## config.mk

```make
export PLATFORM = sky130hd
export DESIGN_NAME = dual_encoder_counter_latch
export DESIGN_NICKNAME = d
export VERILOG_FILES = /design/src/dual_encoder_counter_latch.v
export VERILOG_INCLUDE_DIRS = /design/src
export SDC_FILE = /design/constraint.sdc
export NUM_CORES = 1
export LEC_CHECK = 0
export ABC_AREA = 1
export BUFFER_PORTS_ARGS = -buffer_cell sky130_fd_sc_hd__buf_2
export CAP_MARGIN = 25
export CORE_ASPECT_RATIO = 1.1
export CORE_MARGIN = 1.5
export CORE_UTILIZATION = 50
export CTS_CLUSTER_SIZE = 30
export DETAILED_ROUTE_END_ITERATION = 12
export PLACE_DENSITY = 0.67
export SYNTH_ARGS = -nofsm -noshare
export SYNTH_HDL_FRONTEND = slang
export SYNTH_SLANG_ARGS = --single-unit
```

## constraint.sdc

```tcl
create_clock -name i_clock -period 2.74 [get_ports i_clock]
set_input_delay 0.274 -clock i_clock [delete_from_list [all_inputs] [get_ports i_clock]]
set_output_delay 0.274 -clock i_clock [all_outputs]
set_load 0.02 [all_outputs]
```

## src/dual_encoder_counter_latch_map.vh

```
`ifndef DUAL_ENCODER_COUNTER_LATCH_MAP_VH
`define DUAL_ENCODER_COUNTER_LATCH_MAP_VH

// ************************************************
// register indices, byte address is four times these
// ************************************************
`define IDX_CH1_COUNT 6'h00
`define IDX_CMD_WORD 6'h04
`define IDX_CH1_MODE 6'h0a
`define IDX_STATUS 6'h0e
`define IDX_CH2_COUNT 6'h10
`define IDX_CH2_POS_LATCH 6'h14
`define IDX_CH2_MODE 6'h1a
`define IDX_CH1_NEG_LATCH 6'h20
`define IDX_CMD_BIT 6'h24
`define IDX_CH2_NEG_LATCH 6'h30

// ************************************************
// command word fields
// ************************************************
`define CMD_EN_BASE 0
`define CMD_CLR_POS_BASE 8
`define CMD_CLR_ZERO_BASE 10
`define CMD_DIR_BASE 12
`define CMD_PRELOAD_BASE 14
`define CMD_KEEP_MASK 16'hf0ff
`define CMD_RESET 16'h0000

// bit access word: bit number and value
`define BITW_NUM_MSB 3
`define BITW_VAL 4

// ************************************************
// evaluation modes
// ************************************************
`define MODE_X4 16'h0000
`define MODE_X2 16'h0001
`define MODE_X1 16'h0004
`define MODE_FAST 16'h0085
`define MODE_RESET 16'h0000

// ************************************************
// reset values and input layout
// ************************************************
`define COUNT_RESET 32'h00000000
`define IN_PER_CH 7
`define IN_TOTAL 15

`endif

```

## src/dual_encoder_counter_latch.v

```verilog
// Added by the designer: the APB register port.
`include "dual_encoder_counter_latch_map.vh"

module dual_encoder_counter_latch (
   input wire i_clock,
   input wire i_nrst,
   input wire i_psel,
   input wire i_penable,
   input wire i_pwrite,
   input wire [7:0] i_paddr,
   input wire [31:0] i_pwdata,
   output reg [31:0] o_prdata,
   output reg o_pready,
   output reg o_pslverr,
   input wire i_ch1_track_a,
   input wire i_ch1_track_b,
   input wire i_ch1_zero_track,
   input wire i_ch1_first_sensor_track,
   input wire i_ch1_second_sensor_track,
   input wire i_ch1_ref_cam,
   input wire i_ch1_sense_error,
   input wire i_ch2_track_a,
   input wire i_ch2_track_b,
   input wire i_ch2_zero_track,
   input wire i_ch2_first_sensor_track,
   input wire i_ch2_second_sensor_track,
   input wire i_ch2_ref_cam,
   input wire i_ch2_sense_error,
   input wire i_slot_trigger
);

   // ************************************************
   // input synchronisers
   // ************************************************
   wire [`IN_TOTAL-1:0] raw_in;
   reg [`IN_TOTAL-1:0] meta_q;
   reg [`IN_TOTAL-1:0] in_q;
   reg [`IN_TOTAL-1:0] prev_q;

   assign raw_in = {
      i_slot_trigger,
      i_ch2_sense_error,
      i_ch2_ref_cam,
      i_ch2_second_sensor_track,
      i_ch2_first_sensor_track,
      i_ch2_zero_track,
      i_ch2_track_b,
      i_ch2_track_a,
      i_ch1_sense_error,
      i_ch1_ref_cam,
      i_ch1_second_sensor_track,
      i_ch1_first_sensor_track,
      i_ch1_zero_track,
      i_ch1_track_b,
      i_ch1_track_a
   };

   genvar k;
   generate
      for (k = 0; k < `IN_TOTAL; k = k + 1) begin : sync
         // edges are taken from in_q against prev_q, never from meta_q
         always @(posedge i_clock or negedge i_nrst) begin
            if (!i_nrst) begin
               meta_q[k] <= 1'b0;
               in_q[k] <= 1'b0;
               prev_q[k] <= 1'b0;
            end else begin
               meta_q[k] <= raw_in[k];
               in_q[k] <= meta_q[k];
               prev_q[k] <= in_q[k];
            end
         end
      end
   endgenerate

   wire trig_rise;
   assign trig_rise = in_q[`IN_TOTAL-1] & ~prev_q[`IN_TOTAL-1];

   // ************************************************
   // register bus
   // ************************************************
   reg [15:0] cmd;
   reg [3:0] clr_pulse;
   reg [1:0] pre_we;
   reg [31:0] pre_val;
   reg [15:0] mode [0:1];

   reg [15:0] next_cmd;
   reg [3:0] next_clr;
   reg [31:0] next_rdata;
   reg next_err;

   wire [5:0] idx;
   wire aligned;
   wire setup;
   wire wr_en;
   wire [15:0] status;

   assign idx = i_paddr[7:2];
   assign aligned = (i_paddr[1:0] == 2'b00);
   assign setup = i_psel & ~i_penable;
   assign wr_en = i_psel & i_penable & o_pready & i_pwrite & ~o_pslverr;

   // command update: word path and bit path share one register
   always @* begin
      next_cmd = cmd;
      next_clr = 4'h0;
      if (wr_en && idx == `IDX_CMD_WORD) begin
         next_cmd = i_pwdata[15:0] & `CMD_KEEP_MASK;
         next_clr = i_pwdata[11:8];
      end else if (wr_en && idx == `IDX_CMD_BIT) begin
         // clear bits act as pulses and are never stored
         if (i_pwdata[`BITW_NUM_MSB:0] >= 4'd8 && i_pwdata[`BITW_NUM_MSB:0] <= 4'd11) begin
            next_clr[i_pwdata[1:0]] = i_pwdata[`BITW_VAL];
         end else begin
            next_cmd[i_pwdata[`BITW_NUM_MSB:0]] = i_pwdata[`BITW_VAL];
         end
      end
   end

   always @(posedge i_clock or negedge i_nrst) begin
      if (!i_nrst) begin
         cmd <= `CMD_RESET;
         clr_pulse <= 4'h0;
         pre_we <= 2'b00;
         pre_val <= `COUNT_RESET;
         mode[0] <= `MODE_RESET;
         mode[1] <= `MODE_RESET;
      end else begin
         cmd <= next_cmd;
         clr_pulse <= next_clr;
         pre_val <= i_pwdata;
         pre_we[0] <= wr_en & (idx == `IDX_CH1_COUNT) & cmd[`CMD_PRELOAD_BASE];
         pre_we[1] <= wr_en & (idx == `IDX_CH2_COUNT) & cmd[`CMD_PRELOAD_BASE+1];
         if (wr_en && idx == `IDX_CH1_MODE) begin
            mode[0] <= i_pwdata[15:0];
         end
         if (wr_en && idx == `IDX_CH2_MODE) begin
            mode[1] <= i_pwdata[15:0];
         end
      end
   end

   // ************************************************
   // per channel counting and latching
   // ************************************************
   genvar c;
   generate
      for (c = 0; c < 2; c = c + 1) begin : chan
         wire a;
         wire b;
         wire z;
         wire s1;
         wire s2;
         wire cam;
         wire a_p;
         wire b_p;
         wire z_p;
         wire s1_p;
         wire s2_p;
         wire cam_p;
         wire en_s1;
         wire en_s2;
         wire en_cam;
         wire en_zero;
         wire dir_pos;
         wire preload;
         wire pos_cond;
         wire neg_cond;
         wire z_rise;
         reg step;
         reg fwd;
         reg quad;
         reg hold;
         reg [31:0] cnt;
         reg [31:0] snap;
         reg [31:0] lpos;
         reg [31:0] lneg;
         reg zflag;
         reg pflag;
         reg nflag;

         assign a = in_q[c*`IN_PER_CH+0];
         assign b = in_q[c*`IN_PER_CH+1];
         assign z = in_q[c*`IN_PER_CH+2];
         assign s1 = in_q[c*`IN_PER_CH+3];
         assign s2 = in_q[c*`IN_PER_CH+4];
         assign cam = in_q[c*`IN_PER_CH+5];
         assign a_p = prev_q[c*`IN_PER_CH+0];
         assign b_p = prev_q[c*`IN_PER_CH+1];
         assign z_p = prev_q[c*`IN_PER_CH+2];
         assign s1_p = prev_q[c*`IN_PER_CH+3];
         assign s2_p = prev_q[c*`IN_PER_CH+4];
         assign cam_p = prev_q[c*`IN_PER_CH+5];

         assign en_s1 = cmd[`CMD_EN_BASE+4*c+0];
         assign en_s2 = cmd[`CMD_EN_BASE+4*c+1];
         assign en_cam = cmd[`CMD_EN_BASE+4*c+2];
         assign en_zero = cmd[`CMD_EN_BASE+4*c+3];
         assign dir_pos = cmd[`CMD_DIR_BASE+c];
         assign preload = cmd[`CMD_PRELOAD_BASE+c];

         assign z_rise = z & ~z_p;
         // zero track only transfers while the first sensor is high
         assign pos_cond = (en_s1 & ~en_zero & s1 & ~s1_p) |
                           (en_s2 & s2 & ~s2_p) |
                           (en_zero & en_s1 & s1 & z_rise);
         assign neg_cond = (en_s1 & ~en_zero & ~s1 & s1_p) |
                           (en_s2 & ~s2 & s2_p);

         // step decode; an unknown mode value leaves the counter still
         always @* begin
            step = 1'b0;
            quad = 1'b1;
            fwd = 1'b1;
            case (mode[c])
               `MODE_X4: begin
                  step = (a ^ a_p) | (b ^ b_p);
                  fwd = a ^ b_p;
               end
               `MODE_X2: begin
                  step = a ^ a_p;
                  fwd = a ^ b;
               end
               `MODE_X1: begin
                  step = a & ~a_p;
                  fwd = ~b;
               end
               `MODE_FAST: begin
                  step = s1 ^ s1_p;
                  quad = 1'b0;
               end
               default: begin
                  step = 1'b0;
               end
            endcase
            if (quad && !dir_pos) begin
               fwd = ~fwd;
            end
         end

         always @(posedge i_clock or negedge i_nrst) begin
            if (!i_nrst) begin
               cnt <= `COUNT_RESET;
               hold <= 1'b0;
            end else if (pre_we[c]) begin
               cnt <= pre_val;
               hold <= 1'b1;
            end else if (!preload) begin
               hold <= 1'b0;
               if (en_cam && cam && !cam_p) begin
                  cnt <= `COUNT_RESET;
               end else if (step) begin
                  cnt <= fwd ? cnt + 32'h00000001 : cnt - 32'h00000001;
               end
            end else if (!hold) begin
               // preload armed but no value written yet: keep counting
               if (en_cam && cam && !cam_p) begin
                  cnt <= `COUNT_RESET;
               end else if (step) begin
                  cnt <= fwd ? cnt + 32'h00000001 : cnt - 32'h00000001;
               end
            end
         end

         // latch value and flag move on the same edge so a set pflag
         // or nflag never shows a stale latch; a set beats a same-cycle clear
         always @(posedge i_clock or negedge i_nrst) begin
            if (!i_nrst) begin
               snap <= `COUNT_RESET;
               lpos <= `COUNT_RESET;
               lneg <= `COUNT_RESET;
               zflag <= 1'b0;
               pflag <= 1'b0;
               nflag <= 1'b0;
            end else begin
               if (trig_rise) begin
                  snap <= cnt;
               end
               if (pos_cond) begin
                  lpos <= cnt;
                  pflag <= 1'b1;
               end else if (clr_pulse[c]) begin
                  pflag <= 1'b0;
               end
               if (neg_cond) begin
                  lneg <= cnt;
                  nflag <= 1'b1;
               end else if (clr_pulse[c]) begin
                  nflag <= 1'b0;
               end
               if (en_zero && z_rise) begin
                  zflag <= 1'b1;
               end else if (clr_pulse[2+c]) begin
                  zflag <= 1'b0;
               end
            end
         end
      end
   endgenerate

   // ************************************************
   // status word
   // ************************************************
   assign status = {
      chan[1].nflag,
      chan[0].nflag,
      chan[1].pflag,
      chan[0].pflag,
      chan[1].zflag,
      chan[0].zflag,
      2'b00,
      in_q[`IN_PER_CH+6],
      in_q[6],
      in_q[`IN_PER_CH+5],
      in_q[5],
      in_q[`IN_PER_CH+4],
      in_q[`IN_PER_CH+3],
      in_q[4],
      in_q[3]
   };

   // ************************************************
   // read mux and answer
   // ************************************************
   // write-only locations answer reads with an error and zero data
   always @* begin
      next_rdata = 32'h00000000;
      next_err = ~aligned;
      if (i_pwrite) begin
         case (idx)
            `IDX_CH1_COUNT: next_err = next_err;
            `IDX_CMD_WORD: next_err = next_err;
            `IDX_CH1_MODE: next_err = next_err;
            `IDX_CH2_COUNT: next_err = next_err;
            `IDX_CH2_MODE: next_err = next_err;
            `IDX_CMD_BIT: next_err = next_err;
            default: next_err = 1'b1;
         endcase
      end else begin
         case (idx)
            `IDX_CH1_COUNT: next_rdata = chan[0].snap;
            `IDX_CMD_WORD: next_rdata = chan[0].lpos;
            `IDX_STATUS: next_rdata = {16'h0000, status};
            `IDX_CH2_COUNT: next_rdata = chan[1].snap;
            `IDX_CH2_POS_LATCH: next_rdata = chan[1].lpos;
            `IDX_CH1_NEG_LATCH: next_rdata = chan[0].lneg;
            `IDX_CH2_NEG_LATCH: next_rdata = chan[1].lneg;
            default: next_err = 1'b1;
         endcase
         if (next_err) begin
            next_rdata = 32'h00000000;
         end
      end
   end

   // answer is prepared in setup, so every access has no wait state
   always @(posedge i_clock or negedge i_nrst) begin
      if (!i_nrst) begin
         o_prdata <= 32'h00000000;
         o_pready <= 1'b0;
         o_pslverr <= 1'b0;
      end else if (setup) begin
         o_prdata <= next_rdata;
         o_pready <= 1'b1;
         o_pslverr <= next_err;
      end else begin
         o_prdata <= 32'h00000000;
         o_pready <= 1'b0;
         o_pslverr <= 1'b0;
      end
   end

endmodule // dual_encoder_counter_latch

```

### Word level (Yosys, flattened, before mapping)

Cells that the tools add are included.

* register bits after elaboration: 427
* bits of input ports: 60
* output and inout port bits: 34
* word-level logic and storage cells: 265

* $add $sub $neg: 4
* eq/ne operators: 20
* muxes and demuxes: 55
* bitwise gates (word level): 79
* magnitude comparators: 6
* reduce and logical (&&, ||, !) cells: 33

Operators with widths (number)
* 32-bit two-way mux: 15
* 32-bit case mux with 7 select lines: 1
* 32-bit by 1-bit adder with 32-bit output (second input constant): 2
* 32-bit by 1-bit subtractor with 32-bit output (second input constant): 2
* 16-bit two-way mux: 3
* 1-bit bitwise AND: 38
* 16-bit by 1-bit == test with 1-bit output (second input constant): 2
* 16-bit by 3-bit == test with 1-bit output (second input constant): 2
* 16-bit by 8-bit == test with 1-bit output (second input constant): 2
* 16-bit logical NOT: 2
* 1-bit two-way mux: 26
* 1-bit NOT: 22
* 6-bit by 5-bit == test with 1-bit output (second input constant): 3
* 6-bit == test (second input constant): 3
* 16-bit bitwise mux: 1
* 1-bit logical AND: 15
* 2-bit nonzero test: 7
* 6-bit by 4-bit == test with 1-bit output (second input constant): 2
* 4-bit two-way mux: 3
* 1-bit bitwise XOR: 10
* 1-bit OR: 8
* 1-bit case mux with 4 select lines: 2
* 7-bit OR reduction: 1
* 6-bit by 3-bit == test with 1-bit output (second input constant): 1
* other kinds (18): 24

### Logic depth before layout (Yosys ltp)

* depth after elaboration: 10
* gate-level depth with buffers: 26
* mapped depth without buffers: 25

### Worst setup path before layout

No wires, ideal clock.

* path kind: reg2reg
* start point: reg mode[5] (netlist bit)
* end point: reg chan[1].cnt[31]
* buffers on the path: 3
* setup slack: -81 ps
* setup time: 122 ps
* data arrival time: 2699 ps
* data required time: 2618 ps
* period minus slack after synthesis: 2821 ps
* stages on the path, launching flop included: 25
* cells stage by stage: dfrtp_1 nor2_1 nand2_1 nor2_2 nand2_2 nand2_1 nand3_1 nand3_2 nand2_1 nand2_1 nand2_2 buf_6 buf_6 buf_4 ha_1 inv_1 nor2_1 nand2_1 nor2_1 and2_1 nand2_1 nand2_1 nand2_1 nand3_1 a21oi_1

* longest elaborated chain between the ends: 10
* elaborated cells between the ends (all ways): 16
* those cells by class: eq/ne (3); mux (10); bitwise (1); reduce/logical (2)

RTL lines
* start, declared: line dual_encoder_counter_latch.v:86 `reg [15:0] mode [0:1];`
* 16-bit by 3-bit == test with 1-bit output (tied with other cells): line dual_encoder_counter_latch.v:216 `case (mode[c])`
* 1-bit case mux with 3 select lines or 1-bit two-way mux (tied branches): line dual_encoder_counter_latch.v:216
* 1-bit NOT or 1-bit logical AND (tied branches): line dual_encoder_counter_latch.v:238, dual_encoder_counter_latch.v:237
* 1-bit two-way mux: line dual_encoder_counter_latch.v:237 `if (quad && !dir_pos) begin`
* 32-bit two-way mux: line dual_encoder_counter_latch.v:254, dual_encoder_counter_latch.v:261
* 32-bit two-way mux (*): line dual_encoder_counter_latch.v:253, dual_encoder_counter_latch.v:260
* 32-bit two-way mux (*): line dual_encoder_counter_latch.v:251, dual_encoder_counter_latch.v:258
* 32-bit two-way mux: line dual_encoder_counter_latch.v:256 `end else if (!hold) begin`
* 32-bit two-way mux (*): line dual_encoder_counter_latch.v:249 `end else if (!preload) begin`
* 32-bit two-way mux (*): line dual_encoder_counter_latch.v:246 `end else if (pre_we[c]) begin`
* end signal, assigned: line dual_encoder_counter_latch.v:247 `cnt <= pre_val;`
* end signal, assigned: line dual_encoder_counter_latch.v:252 `` cnt <= `COUNT_RESET; ``
* end signal, assigned: line dual_encoder_counter_latch.v:259 `` cnt <= `COUNT_RESET; ``
* end, declared: line dual_encoder_counter_latch.v:175 `reg [31:0] cnt;`

Every way passes the cells marked *; elsewhere a longest branch is shown, timed or not. The select of a mux whose other input is x is not followed.
A chain may end at the register's enable or synchronous reset.

### Final worst setup path

* start point: reg mode[12] (netlist bit)
* end point: reg chan[1].cnt[28]

The elaborated chain is that of the path after synthesis.

==> results.yml <==
finish:
  layout_commonest_cell: "nand2_1"
  fillCellCount: 3385
  finalNonFillerCells: 3597
  insertedDiodeCount: 0
  final_nets: 3070
  syn2layout_area_growth_pct: 33.6
  final_design_area_no_fill_mm2: 0.0283
  share_of_final_layout_standard_cells_stronger_than_drive_strength_1_pct: 30.8
  top_library_cells_by_usage_in_the_layout_fill_and_taps_aside: "555 x nand2_1, 423 x dfrtp_1, 272 x inv_1"
critical_path:
  reg2regPathDepth: 23
  timing.critical_path.slowest_cell_delay_ns: 0.38
  critical_path.max_fanout: 7
  critical_path.cell_chain: "nor2_1, nand2_1, nor2_4, nand2_2, nand3_2, o21ai_2, inv_2, nand2_4, nand2_4, nand2_8, clkbuf_16, buf_8, nand2_4, nand2_4, nor2_4, nand2_2, nand3b_1, nand2_2, nand2_2, nand2_1, nand2_1, nand3_1, a21oi_1"
  critical_path_cell_count: 23
  setup.worst_path.start_class: "register"
  cp.arrival_ns: 3.53
  cp_top_delay_family: "simple AND/OR/NAND/NOR gates"
  crit_path_capture_type: "register"
  required_ns: 3.20
  path_class: "reg2reg"
  critical_path.n_buffers_inverters: 3
  cell_with_the_largest_stage_delay_on_the_worst_path: "dfrtp_1"
pwr:
  worst_ir_drop_vdd_mv: 0.562
  power_leakage_nw: 13.3
  fin_total_pwr_mw: 25.5
  pwr_density_cell_mw_per_mm2: 900
global_route:
  number_of_global_route_vias_before_repair: 19700
  globalRouteOverflowTotal: 0
  global_route_wire_length_before_repair_mm: 109
  antenna_found_initial: 0
  maximum_number_of_pins_on_one_net_before_global_route_repair: 85
  grt_use_total_pct: 32.9
synth:
  synth.avg_cell_area_um2: 7.89
  synth_nets: 2754
  post_synth_num_cell_types: 49
  syn-instance-count: 2688
  synth-warning-count: 0
  ys_seq_elements: 423
  post_synth_instance_area_mm2: 0.0212
  synth-main-ff-cell: "dfrtp_1"
  synth_largest_area_cell: "dfrtp_1"
  synthArstFlopShare_pct: 100
  synth-edff-count: 0
  synth.area.top_cells: "dfrtp_1 50%, nand2_1 13%, o21ai_0 7.1%, inv_1 5.2%, a21oi_1 3.5%"
  synth_seq_area_share_pct: 49.9
  portion_of_synthesized_cell_area_occupied_by_the_leading_cell_type_pct: 49.9
drt:
  viasPerCell: 5.64
  detail_route.drc_violations: 0
  drt_iter0_drc: 1446
  detail_route.wirelength_mm: 73.0
  dr_total_vias: 20300
  dr.pass1.iters: 6
  routed_wire_length_per_instance_um: 20.3
  antenna_left: 0
timing:
  post-route-worst-setup-slack_ns: -0.333
  grt_setup_unrepaired: "yes"
  period_share_pct: 112
  timing.final.max_slew_violations: 0
  skew_ns: 0.0213
  worst_slew_pin_slew_ns: 1.12
  finalCriticalPeriod_ns: 3.07
  relSlewSlack_pct: 24.5
  hold_vio_cnt_final: 0
  setup_viol: 55
  clock.fmax_mhz: 325
cts:
  tritoncts_clock_tree: "built"
  worst_skew_pair.late_latency_ns: 0.58
  clock-sinks: 423
  clk_transition_reported_paths_ns: 0.06
  clock_path_buffers: 3
  clock_tree.htree_level_count: 2
  clock_tree.root_cell: "clkbuf_16"
  cts_made_buffers: 44
run_status:
  violations: "setup timing"
  outcome: "complete, but fails checks"
floorplanning:
  fp.dieH_um: 219
  fp.dieW_um: 199
  pin_count: 94
  initial_utilization_pct: 51.0
  core.rowCount: 78
  core_area_mm2: 0.0416
  floorplan.die_area_mm2: 0.0437
place:
  post-place-cells: 3409
  dp_hpwl_mm: 51.2
  gpl.final_weighted_congestion: 0.934
  placedInstanceArea_mm2: 0.0236
  port-buffer-count: 93
  place_ws_ns: -0.402
min_path:
  worst_hold_path_type: "in2reg"
  hold_path_depth: 3
flow_run:
  drv.max_cap_violation_count: 0
## stage by stage
stage               TNS (ns)  hold slack (ns)  utilization (%)
global placement       -8.00            0.324             56.6
global route          -22.61           0.0758             68.2
finish                -11.39           0.0488             68.2
detailed placement    -10.37            0.324             56.6
CTS                    -4.98           0.0121             63.6
floorplan           -0.00124          -0.0216                -
## final timing paths
check | startpoint | endpoint | slack [ns]
setup reg to reg | mode[12] | chan[1].cnt[28] | -0.33
setup / recovery | mode[12] | chan[1].cnt[28] | -0.33
max in group asynchronous | i_nrst | pre_val[8] | 1.47
min in group asynchronous | i_nrst | chan[0].snap[22] | 0.29
hold reg to reg | meta_q[6] | in_q[6] | 0.35
hold / removal | i_paddr[0] | o_pslverr | 0.05
## what timing repair did
action	4_1_cts	5_1_grt
gates resized for setup	228	397
cloned	1	8
pin swaps	78	178
setup buffers	15	37
hold endpoints to repair	125	0
setup endpoints to repair	52	58
hold buffers	51	0
## worst min-delay path, cell delays in order
cell     delay [ns]
buf_2          0.08
nor2_1         0.05
a31oi_1        0.16
## cell type report
| class | count | area [µm²] | area share [%] |
|---|---|---|---|
| clock buffers | 57 | 1220 | 4.31 |
| clock inverters | 22 | 284 | 1.00 |
| multi-input cells | 1818 | 10900 | 38.5 |
| flip-flops and latches | 423 | 10600 | 37.4 |
| well taps | 560 | 701 | 2.47 |
| repair buffers | 408 | 3460 | 12.2 |
| inverters | 309 | 1170 | 4.13 |
## where the power goes
group	switching [mW]	internal, mW
Sequential	1.57	7.43
Combinational	5.96	4.22
Clock	2.59	3.73
Total	10.1	15.4
## state kept, by name (all words and copies together) (netlist names), 3 cells and up
register and flops:
chan.cnt 64, in_q 3, clr_pulse 4, mode 32, pre_val 32, chan.snap 64, meta_q 15, chan.lneg 64
o_prdata 32, cmd 12, chan.lpos 64
## Yosys cell counts, types with 4 or more instances
| master | number |
|---|---|
| a21oi_1 | 148 |
| a221oi_1 | 30 |
| a22oi_1 | 31 |
| a31oi_1 | 23 |
| and2_1 | 9 |
| buf_1 | 4 |
| buf_2 | 13 |
| buf_4 | 8 |
| buf_6 | 9 |
| clkbuf_1 | 103 |
| clkinv_1 | 7 |
| dfrtp_1 | 423 |
| ha_1 | 6 |
| inv_1 | 293 |
| inv_2 | 9 |
| mux2_2 | 5 |
| nand2_1 | 729 |
| nand2_2 | 43 |
| nand2_4 | 6 |
| nand3_1 | 128 |
| nand3_2 | 4 |
| nand3b_1 | 8 |
| nand4_1 | 7 |
| nor2_1 | 178 |
| nor2_2 | 17 |
| nor2_4 | 4 |
| nor3_1 | 5 |
| o211ai_1 | 5 |
| o21ai_0 | 299 |
| o21ai_1 | 10 |
| o22ai_1 | 43 |
| o41ai_1 | 48 |
| xnor2_1 | 7 |
| xor2_1 | 7 |
## layer usage
metal	vias up	GRT usage (%)	routed length (µm)
li1	9485	-	-
met3	205	3.75	3680
met4	0	19.5	4800
met2	729	55.8	35700
met5	-	0	0
met1	9884	40.4	28900
## logic make-up (layout without fill, tap and decap cells)
family                   after synthesis  in the layout  synth area share [%]
AO/OA/AOI/OAI                        649            649                  17.7
XOR/XNOR                              14             14                 0.578
adder cells (fa/ha/maj)                6              6                 0.354
buffers and inverters                448            796                  8.55
flip-flops                           423            423                  49.9
multiplexers                           5              5                 0.265
AND/OR/NAND/NOR                     1143           1144                  22.6
Power figures use the tool's default switching activity.
